### src/verilog/spsc_pkg.sv
/*
  Constants and types shared by the system power state controller.
  Assumes a 100 MHz standby clock feeding every register.
*/
package spsc_pkg;

  // Standby clock rate and press threshold
  localparam int unsigned CLK_HZ       = 100_000_000;
  localparam int unsigned LONG_PRESS_S = 4;
  localparam int unsigned LONG_PRESS_CYC = CLK_HZ * LONG_PRESS_S;

  // Switch debounce time in microseconds, and its cycle count
  localparam int unsigned DEBOUNCE_US  = 10_000;
  localparam int unsigned DEBOUNCE_CYC = (CLK_HZ / 1_000_000) * DEBOUNCE_US;

  // Counter width covering the long press count
  localparam int unsigned CNT_W = 32;

  // Number of fan headers
  localparam int unsigned NUM_FANS = 3;

  // Wake request bit positions after synchronising
  localparam int unsigned WK_LAN  = 0;
  localparam int unsigned WK_RTC  = 1;
  localparam int unsigned WK_USB  = 2;
  localparam int unsigned WK_PCIE = 3;
  localparam int unsigned WK_RING = 4;
  localparam int unsigned WK_N    = 5;

  // OS request bit positions
  localparam int unsigned OS_S3  = 0;
  localparam int unsigned OS_S4  = 1;
  localparam int unsigned OS_OFF = 2;
  localparam int unsigned OS_N   = 3;

  // Strap bit positions; the top bit marks the straps as settled
  localparam int unsigned CFG_LAN_S5  = 0;
  localparam int unsigned CFG_RESTORE = 1;
  localparam int unsigned CFG_LAST_ON = 2;
  localparam int unsigned CFG_VALID   = 3;
  localparam int unsigned CFG_N       = 4;

  // Fan drive levels
  localparam logic [NUM_FANS-1:0] FANS_OFF = 3'h0;
  localparam logic [NUM_FANS-1:0] FANS_ON  = 3'h7;

  // Power states seen by the system
  typedef enum logic [2:0] {
    SPSC_ST_S0,
    SPSC_ST_S3,
    SPSC_ST_S4,
    SPSC_ST_S5,
    SPSC_ST_G3
  } spsc_state_e;

endpackage

### src/verilog/spsc_debounce.sv
/*
  Two-flop synchroniser and debounce filter for one slow pin.
  Assumes the pin is asynchronous to clk and changes rarely.
*/
`timescale 1ns/1ps
module spsc_debounce #(
  parameter int unsigned STABLE_CYC = spsc_pkg::DEBOUNCE_CYC
) (
  // Clock and reset
  input  wire logic clk,
  input  wire logic rst,
  // Raw pin and filtered level
  input  wire logic pin_in,
  output logic      level_out
);

  logic [spsc_pkg::CNT_W-1:0] cnt_r;
  logic [spsc_pkg::CNT_W-1:0] cnt_nxt;
  logic                       sync1_r;
  logic                       sync2_r;
  logic                       level_r;
  logic                       level_nxt;

  // Count how long the synchronised level differs from the output
  always_comb begin
    cnt_nxt   = '0;
    level_nxt = level_r;
    if (sync2_r != level_r) begin
      if (cnt_r >= spsc_pkg::CNT_W'(STABLE_CYC - 1)) begin
        level_nxt = sync2_r;
      end else begin
        cnt_nxt = cnt_r + 1'b1;
      end
    end
  end

  // Synchroniser and filter registers
  always_ff @(posedge clk or posedge rst) begin
    if (rst) begin
      sync1_r <= 1'b0;
      sync2_r <= 1'b0;
      cnt_r   <= '0;
      level_r <= 1'b0;
    end else begin
      sync1_r <= pin_in;
      sync2_r <= sync1_r;
      cnt_r   <= cnt_nxt;
      level_r <= level_nxt;
    end
  end

  assign level_out = level_r;

endmodule

### src/verilog/spsc_ctrl.sv
/*
  System power state controller: tracks S0/S3/S4/S5, times power
  switch presses, gates wake sources by state, drives the supply
  on request and the fan enables, and restores the last state after
  AC returns.
  Assumes all inputs from pins, clk is the 100 MHz standby clock and
  rst is raised while standby power comes up after an AC failure.
*/
// Notes on behaviour
// - S0: short press sleeps, long forces off
// - Soft off: short press powers on
// - Sleep: short press wakes, long goes off
// - LAN/switch/RTC/PCIe wake in S3-S5; USB S3
// - LAN wake from S5 only when enabled
// - Fans powered in S0
// - Fans off when off or sleeping
// - Each fan tach goes to monitor input
// - Monitor may switch each fan off in S0
// - Power-off command drops non-standby rails
// - AC return restores last state, selectable
// - Ring indication wakes from managed state
// - PCIe wake signal wakes S3/S4/S5
`timescale 1ns/1ps
module spsc_ctrl #(
  parameter int unsigned LONG_CYC     = spsc_pkg::LONG_PRESS_CYC,
  parameter int unsigned DEBOUNCE_CYC = spsc_pkg::DEBOUNCE_CYC
) (
  // Clock and reset
  input  wire logic                          clk,
  input  wire logic                          rst,
  // Front panel switch, active low pin
  input  wire logic                          pwr_sw_n,
  // Wake sources, active low pins
  input  wire logic                          lan_wake_n,
  input  wire logic                          rtc_alarm_n,
  input  wire logic                          usb_wake_n,
  input  wire logic                          pcie_wake_n,
  input  wire logic                          ring_n,
  // Operating system requests, pins from the chipset
  input  wire logic                          os_sleep_s3,
  input  wire logic                          os_sleep_s4,
  input  wire logic                          os_soft_off,
  // Configuration straps
  input  wire logic                          cfg_lan_s5_en,
  input  wire logic                          cfg_restore_last,
  input  wire logic                          last_state_on,
  // Fan monitor interface
  input  wire logic [spsc_pkg::NUM_FANS-1:0] fan_tach,
  input  wire logic [spsc_pkg::NUM_FANS-1:0] mon_fan_en,
  output logic      [spsc_pkg::NUM_FANS-1:0] mon_tach,
  output logic      [spsc_pkg::NUM_FANS-1:0] fan_pwr,
  // Power supply and state report
  output logic                               ps_on_n,
  output logic                               state_on,
  output logic      [2:0]                    sys_state
);

  spsc_pkg::spsc_state_e st_r;
  spsc_pkg::spsc_state_e st_nxt;

  logic [spsc_pkg::CNT_W-1:0]    press_cnt_r;
  logic [spsc_pkg::CNT_W-1:0]    press_cnt_nxt;
  logic                          sw_prev_r;
  logic                          boot_r;
  logic                          boot_nxt;
  logic [spsc_pkg::WK_N-1:0]     wk_s1_r;
  logic [spsc_pkg::WK_N-1:0]     wk_s2_r;
  logic [spsc_pkg::OS_N-1:0]     os_s1_r;
  logic [spsc_pkg::OS_N-1:0]     os_s2_r;
  logic [spsc_pkg::CFG_N-1:0]    cfg_s1_r;
  logic [spsc_pkg::CFG_N-1:0]    cfg_s2_r;
  logic [spsc_pkg::NUM_FANS-1:0] tach_s1_r;
  logic [spsc_pkg::NUM_FANS-1:0] tach_s2_r;
  logic [spsc_pkg::NUM_FANS-1:0] mon_s1_r;
  logic [spsc_pkg::NUM_FANS-1:0] mon_s2_r;
  logic [spsc_pkg::NUM_FANS-1:0] fan_pwr_r;
  logic [spsc_pkg::NUM_FANS-1:0] fan_pwr_nxt;
  logic                          ps_on_n_r;
  logic                          ps_on_n_nxt;
  logic                          state_on_r;
  logic                          state_on_nxt;
  logic                          sw_level;
  logic                          short_press;
  logic                          long_press;
  logic                          wake_any;

  // Debounced switch, high while pressed
  spsc_debounce #(
    .STABLE_CYC (DEBOUNCE_CYC)
  ) u_sw_db (
    .clk       (clk),
    .rst       (rst),
    .pin_in    (~pwr_sw_n),
    .level_out (sw_level)
  );

  // Sleeping states accept wake sources
  function automatic logic is_sleep(input spsc_pkg::spsc_state_e s);
    is_sleep = (s == spsc_pkg::SPSC_ST_S3) || (s == spsc_pkg::SPSC_ST_S4) ||
               (s == spsc_pkg::SPSC_ST_S5);
  endfunction

  // Press classification; reaching the threshold counts as long
  always_comb begin
    press_cnt_nxt = press_cnt_r;
    short_press   = 1'b0;
    long_press    = 1'b0;
    if (sw_level) begin
      if (press_cnt_r < spsc_pkg::CNT_W'(LONG_CYC)) begin
        press_cnt_nxt = press_cnt_r + 1'b1;
      end
      long_press = sw_prev_r && (press_cnt_r == spsc_pkg::CNT_W'(LONG_CYC - 1));
    end else begin
      press_cnt_nxt = '0;
      short_press   = sw_prev_r && (press_cnt_r < spsc_pkg::CNT_W'(LONG_CYC));
    end
  end

  // Wake gating by state: bits are lan, rtc, usb, pcie, ring
  always_comb begin
    wake_any = 1'b0;
    if (is_sleep(st_r)) begin
      wake_any = wk_s2_r[spsc_pkg::WK_RTC] || wk_s2_r[spsc_pkg::WK_PCIE];
      if (st_r != spsc_pkg::SPSC_ST_S5 || cfg_s2_r[spsc_pkg::CFG_LAN_S5]) begin
        wake_any = wake_any || wk_s2_r[spsc_pkg::WK_LAN];
      end
      if (st_r == spsc_pkg::SPSC_ST_S3) begin
        wake_any = wake_any || wk_s2_r[spsc_pkg::WK_USB] ||
                   wk_s2_r[spsc_pkg::WK_RING];
      end
    end
  end

  // Power state sequencing
  always_comb begin
    st_nxt   = st_r;
    boot_nxt = 1'b0;
    if (boot_r) begin
      // AC restored: wait for settled straps, then restore last state
      boot_nxt = ~cfg_s2_r[spsc_pkg::CFG_VALID];
      if (cfg_s2_r[spsc_pkg::CFG_VALID]) begin
        if (cfg_s2_r[spsc_pkg::CFG_RESTORE] && cfg_s2_r[spsc_pkg::CFG_LAST_ON]) begin
          st_nxt = spsc_pkg::SPSC_ST_S0;
        end else begin
          st_nxt = spsc_pkg::SPSC_ST_S5;
        end
      end
    end else begin
      case (st_r)
        spsc_pkg::SPSC_ST_S0: begin
          if (long_press || os_s2_r[spsc_pkg::OS_OFF]) begin
            st_nxt = spsc_pkg::SPSC_ST_S5;
          end else if (short_press || os_s2_r[spsc_pkg::OS_S3]) begin
            st_nxt = spsc_pkg::SPSC_ST_S3;
          end else if (os_s2_r[spsc_pkg::OS_S4]) begin
            st_nxt = spsc_pkg::SPSC_ST_S4;
          end
        end
        spsc_pkg::SPSC_ST_S3, spsc_pkg::SPSC_ST_S4: begin
          if (long_press) begin
            st_nxt = spsc_pkg::SPSC_ST_S5;
          end else if (short_press || wake_any) begin
            st_nxt = spsc_pkg::SPSC_ST_S0;
          end
        end
        spsc_pkg::SPSC_ST_S5: begin
          if (short_press || wake_any) begin
            st_nxt = spsc_pkg::SPSC_ST_S0;
          end
        end
        spsc_pkg::SPSC_ST_G3: begin
          st_nxt = spsc_pkg::SPSC_ST_S5;
        end
        default: begin
          st_nxt = spsc_pkg::SPSC_ST_S5;
        end
      endcase
    end
  end

  // Fans and supply follow the next state; monitor may switch fans off
  always_comb begin
    fan_pwr_nxt  = spsc_pkg::FANS_OFF;
    ps_on_n_nxt  = 1'b1;
    state_on_nxt = 1'b0;
    if (st_nxt == spsc_pkg::SPSC_ST_S0) begin
      fan_pwr_nxt  = spsc_pkg::FANS_ON & mon_s2_r;
      ps_on_n_nxt  = 1'b0;
      state_on_nxt = 1'b1;
    end
  end

  // State registers, synchronisers and outputs
  always_ff @(posedge clk or posedge rst) begin
    if (rst) begin
      st_r        <= spsc_pkg::SPSC_ST_G3;
      boot_r      <= 1'b1;
      press_cnt_r <= '0;
      sw_prev_r   <= 1'b0;
      wk_s1_r     <= '0;
      wk_s2_r     <= '0;
      os_s1_r     <= '0;
      os_s2_r     <= '0;
      cfg_s1_r    <= '0;
      cfg_s2_r    <= '0;
      tach_s1_r   <= '0;
      tach_s2_r   <= '0;
      mon_s1_r    <= '0;
      mon_s2_r    <= '0;
      fan_pwr_r   <= spsc_pkg::FANS_OFF;
      ps_on_n_r   <= 1'b1;
      state_on_r  <= 1'b0;
    end else begin
      st_r        <= st_nxt;
      boot_r      <= boot_nxt;
      press_cnt_r <= press_cnt_nxt;
      sw_prev_r   <= sw_level;
      wk_s1_r     <= ~{ring_n, pcie_wake_n, usb_wake_n, rtc_alarm_n, lan_wake_n};
      wk_s2_r     <= wk_s1_r;
      os_s1_r     <= {os_soft_off, os_sleep_s4, os_sleep_s3};
      os_s2_r     <= os_s1_r;
      cfg_s1_r    <= {1'b1, last_state_on, cfg_restore_last, cfg_lan_s5_en};
      cfg_s2_r    <= cfg_s1_r;
      tach_s1_r   <= fan_tach;
      tach_s2_r   <= tach_s1_r;
      mon_s1_r    <= mon_fan_en;
      mon_s2_r    <= mon_s1_r;
      fan_pwr_r   <= fan_pwr_nxt;
      ps_on_n_r   <= ps_on_n_nxt;
      state_on_r  <= state_on_nxt;
    end
  end

  assign mon_tach  = tach_s2_r;
  assign fan_pwr   = fan_pwr_r;
  assign ps_on_n   = ps_on_n_r;
  assign state_on  = state_on_r;
  assign sys_state = st_r;

endmodule

### config.mk
export PLATFORM = sky130hd
export DESIGN_NAME = spsc_ctrl
export DESIGN_NICKNAME = d
export VERILOG_FILES = /design/src/verilog/spsc_pkg.sv /design/src/verilog/spsc_debounce.sv /design/src/verilog/spsc_ctrl.sv
export SDC_FILE = /design/constraint.sdc
export NUM_CORES = 1
export LEC_CHECK = 0
export BUFFER_PORTS_ARGS = -buffer_cell sky130_fd_sc_hd__buf_4
export CAP_MARGIN = 5
export CORE_MARGIN = 2
export CORE_UTILIZATION = 40
export CTS_BUF_LIST = sky130_fd_sc_hd__clkbuf_8 sky130_fd_sc_hd__clkbuf_16
export CTS_CLUSTER_SIZE = 14
export DETAILED_ROUTE_END_ITERATION = 7
export GPL_TIMING_DRIVEN = 0
export PLACE_DENSITY = 0.63
export RECOVER_POWER = 100
export SLEW_MARGIN = 0
export SYNTH_ARGS = -nofsm -noshare
export SYNTH_HDL_FRONTEND = slang
export SYNTH_HIERARCHICAL = 1
export SYNTH_SLANG_ARGS = --single-unit
### constraint.sdc
create_clock -name clk -period 3.65 [get_ports clk]
set_input_delay 0.73 -clock clk [delete_from_list [all_inputs] [get_ports clk]]
set_output_delay 0.73 -clock clk [all_outputs]
set_load 0.02 [all_outputs]
Word level (Yosys, flattened, before mapping) --
Index checks and enable logic that the tools add are counted.
Storage, ports and cells: word-level logic and storage cells 75, input bits 20, flip-flop bits (word level) 113, output and inout bits 11
Cells by class: bitwise gates (word level) 3, order comparisons 2, muxes and demuxes 23, reductions and logical operators 17, equal/unequal tests 7, add/sub/neg operators 2
Operators by type and width (number):
- 32-bit two-way mux | 4
- 32-bit by 1-bit adder with 32-bit output, second input constant | 2
- 32-bit by 29-bit == test with 1-bit output, second input constant | 1
- 32-bit by 20-bit greater-or-equal comparator with 1-bit output, second input constant | 1
- 32-bit by 29-bit less-than comparator with 1-bit output, second input constant | 1
- 3-bit two-way mux | 8
- 1-bit logical OR | 10
- 1-bit two-way mux | 9
- 3-bit one-hot mux with 3 select lines | 1
- 3-bit by 2-bit == test with 1-bit output, second input constant | 2
- 3-bit logical NOT | 2
- 5-bit inverter | 1
- 3-bit by 1-bit == test with 1-bit output, second input constant | 1
- 1-bit logical AND | 3
- 3-bit by 2-bit != test with 1-bit output, second input constant | 1
- 2-bit two-way mux | 1
- 2-bit != test, second input constant | 1
- 1-bit inverter | 2
- 2-bit AND reduction | 1
- 2-bit OR reduction | 1
- 1-bit != test | 1

Longest topological paths before layout --
depth after elaboration 15, mapped depth 8, mapped depth without buffers 7

Modules after synthesis --
The synthesis kept the hierarchy.
Modules (own cells, without submodules):
- spsc_ctrl | instances 1, sequential area each 1955.6 um^2, area an instance 3174.3 um^2, cells each 282
- spsc_debounce | instances 1, sequential area each 875.8 um^2, area an instance 1486.4 um^2, cells each 130

Least setup slack after synthesis --
No wires, ideal clock.
path type register -> register, from register press_cnt_r[13] (netlist bit), to register press_cnt_r[19] (netlist bit), cell stages (with the launch flop) 8, data required time 3.572 ns, period minus slack after synthesis 2.444 ns, arrival time 2.366 ns, buffers on the path 1, setup time 0.078 ns, slack 1.206 ns, cell sequence dfrtp_1 > or4_4 > nor2_2 > nor3_2 > or4b_4 > buf_6 > or4_1 > a21oi_1
Between the ends: word-level cells in the longest chain between the ends 3, elaborated cells on any way between the ends 5, those cells by class add/sub: 1; order compare: 1; eq/ne: 1; mux: 2
RTL lines:
- start, declared | RTL line spsc_ctrl.sv:61 | logic [spsc_pkg::CNT_W-1:0] press_cnt_r;
- start signal, assigned | RTL line spsc_ctrl.sv:216 | press_cnt_r <= press_cnt_nxt;
- 32-bit by 1-bit adder with 32-bit output | RTL line spsc_ctrl.sv:110 | press_cnt_nxt = press_cnt_r + 1'b1;
- 32-bit two-way mux | RTL line spsc_ctrl.sv:109 | if (press_cnt_r < spsc_pkg::CNT_W'(LONG_CYC)) begin
- 32-bit two-way mux | RTL line spsc_ctrl.sv:108 | if (sw_level) begin
Parallel ways exist; a longest one is shown, timed or not. The select of a mux whose other input is x is not followed. A chain may end at the register's enable or synchronous reset.

Final worst setup path --
from register press_cnt_r[30] (netlist bit), to register press_cnt_r[21] (netlist bit)
Between the ends: word-level cells in the longest chain between the ends 2
RTL lines (RTL line):
- 32-bit by 29-bit less-than comparator with 1-bit output | spsc_ctrl.sv:109
- 2-bit != test (no line)
No other way between the ends.

==> reports/metrics.cfg <==
[critical_path]
crit_arrival_ns=3.28
endpoint=press_cnt_r[21]
cp_max_fo=10
rr_worst_depth=8
startpoint_type=flop
r2r-start=press_cnt_r[30]
worstPathRequired_ns=3.97
crit_path_start=press_cnt_r[30]
path_class=reg -> reg
rr_endpoint=press_cnt_r[21]
endpoint_kind=flop
r2r_slack_ns=0.69

[job]
drv_cap=0

[floorplanning]
die-height_um=111.9
io_pins=31
core_area_mm2=0.01142
dieWidth_um=111.9
initial_core_util_pct=40.82
rows=39
dieArea_mm2=0.01253

[yosys]
yosys-top-cells-area=dfrtp_1 59%, nor2_1 3.4%, xnor2_1 3.0%
synth_warnings=6
ys_seq_area_share_pct=60.75
yosys.area.top_type_share_pct=59.06
avgSynthCellArea_um2=11.31
yosys.area.top_type=dfrtp_1
yosysUniqueCellTypes=56
netlist_instances=412
ys.flop_type=dfrtp_1
async_flop_share_pct=100.0
synth_edf_count=0
ys_ff_latch=113
netlist_area_mm2=0.004661

[routing]
drtIter0Drc=188
drc_errors=0
wl_per_cell_um=14.53
vias_per_cell=5.119
vias=3225
drt_wl_total_um=9152
ant_nets=0
dr.pass1.iters=5

[placement]
hpwlAfterDp_um=6070
dp_cells=597
numPortBuffers=30
gp_congestion=0.8260
post_dp_cell_area_mm2=0.005136

[layout]
nNetsFinal=496
diodes=0
instances_no_fill=630
fin_util_pct=49.43
final_cell_area_mm2=0.005644
areaGrowthSynthToFinish_pct=21.10
drive_gt1_share_pct=14.37

[grt]
grt_pass1_wl_um=15820
grt_pass1_vias=3357
grt_overflow=0
antenna_found_initial=0
gr-max-usage-layer=met2
grt_util_met1_pct=20.19
met2_usage_pct=25.70
met3_usage_pct=5.171
grt_usage_pct=15.88
grt_max_degree=51

[power]
ir_drop_v=0.0005784
pwr_density_cell_mw_per_mm2=582.5
leakagePower_uw=0.002382

[clocking]
clk_latency_ns=0.40
htreeDepth=4
post-cts-setup-buffers=0
clk_pin_slew_ns=0.06
cts_resized=0
cts-root-buf=clkbuf_16
clkSinkCount=113
cts_buffer_depth=2
cts_buffers=17
ctsHoldBuffers=0
cts_tree=yes

[timing]
slew_viol_final=0
finalSetupViolations=0
post-route-period-util_pct=81.03
relSlewSlack_pct=5.828
tightest_slew_ns=1.405
finalHoldViolations=0
rsz0062_at_grt=no
max_freq_mhz=338.1
layout_min_cycle_time_ns=2.958
clock_skew_ns=0.007480

[outcome]
outcome=complete, no violations

[min_path]
min_path_type=in -> async

layer usage:
metal / routed length (µm) / vias up
li1: - / 1555
met1: 4106 / 1598
met2: 4597 / 60
met3: 344 / 12
met4: 104 / 0
met5: 0 / -
worst max-delay path, cell delays in order, from the launching register on:
cell and delay, ns:
dfrtp_1 0.37, or3_1 0.42, or4_1 0.62, nor3_1 0.50, or4b_1 0.29, buf_6 0.16, buf_2 0.25, o31ai_1 0.11
a21oi_1 0.14
stage by stage:
| step | setup TNS [ns] | hold slack [ns] | worst slack [ns] | total power (µW) |
|---|---|---|---|---|
| global route | 0 | 0.3224 | 0.5250 | 3420 |
| finish | 0 | 0.2995 | 0.6924 | 3288 |
| floorplan | 0 | 0.3312 | 0.9299 | 1532 |
| CTS | 0 | 0.3450 | 0.9478 | 3367 |
| global placement | -1.833 | 0.3316 | -0.02810 | 1641 |
| detailed placement | 0 | 0.3347 | 0.9687 | 1652 |
sequential cells by signal (all words and copies together), names as in the netlist, 4 cells and up:
register / count
press_cnt_r: 32
cfg_s2_r: 4
wk_s1_r: 5
wk_s2_r: 5
u_sw_db/cnt_r: 32
cfg_s1_r: 4
cells in the final DEF (no fill, tap or decap), drive strengths merged, types with 2 or more instances in the layout:
| master | count |
|---|---|
| or2 | 5 |
| nor4 | 13 |
| nor3 | 8 |
| clkinv | 4 |
| conb | 13 |
| or4b | 2 |
| clkbuf | 56 |
| xnor2 | 16 |
| and3 | 8 |
| and4b | 2 |
| nand3 | 19 |
| and2 | 5 |
| mux2i | 6 |
| or4 | 14 |
| or3 | 6 |
| nand2 | 31 |
| clkinvlp | 2 |
| o211ai | 2 |
| nor2 | 44 |
| nand4 | 5 |
| o31ai | 11 |
| bufinv | 3 |
| xor2 | 9 |
| inv | 27 |
| a211oi | 4 |
| buf | 5 |
| dfstp | 3 |
| and4 | 3 |
| ha | 2 |
| nand2b | 6 |
| a21oi | 17 |
| o21ai | 11 |
| dfrtp | 110 |
logic make-up after synthesis:
logic type,Yosys count,synth area share (%)
flip-flops,113,60.75
adder cells (fa/ha/maj),2,0.5368
XOR/XNOR,25,4.698
buffers and inverters,33,3.195
other,2,0.1611
AO/OA/AOI/OAI,55,7.732
AND/OR/NAND/NOR,175,21.32
multiplexers,7,1.611
synth_stat cells (all sizes together), types with 2 or more instances:
cell,count
nor2,44
o21ai,11
or4,14
dfrtp,110
nor4,13
nor3,8
nand2b,6
or3,6
and2,5
mux2i,6
xnor2,16
and4b,2
nand4,5
ha,2
dfstp,3
a21oi,17
a211oi,4
or2,5
conb,2
o31ai,11
buf,6
clkbuf,5
and4,3
nand2,31
o211ai,2
nand3,19
inv,22
or4b,2
xor2,9
and3,8
final cells by class:
type	count	area [µm²]
buffer	11	51.30
tap	143	178.9
fill	1041	5774
multi-input combinational	277	1694
clock inverter	14	176.4
timing repair buffer	32	188.9
clock buffer	18	439.2
inverter	22	83.83
sequential	113	2831
worst min-delay path by stage:
stage / end / slack (ns) / cells after the start / startpoint
5_1_grt: u_sw_db/cnt_r[15] / 0.32 / 2 / rst
6_report: u_sw_db/cnt_r[15] / 0.30 / 2 / rst
3_3_place_gp: wk_s2_r[4] / 0.33 / 0 / wk_s1_r[4]
2_1_floorplan: cfg_s2_r[0] / 0.33 / 0 / cfg_s1_r[0]
3_5_place_dp: os_s2_r[0] / 0.33 / 0 / os_s1_r[0]
4_1_cts: press_cnt_r[31] / 0.34 / 2 / rst
power by group:
part           leakage [µW]  internal (µW)  switching [µW]
sequential          0.00144           1320            39.9
clock              0.000304           1100             600
combinational      0.000640           70.5             151
(Power assumes the default switching activity.)
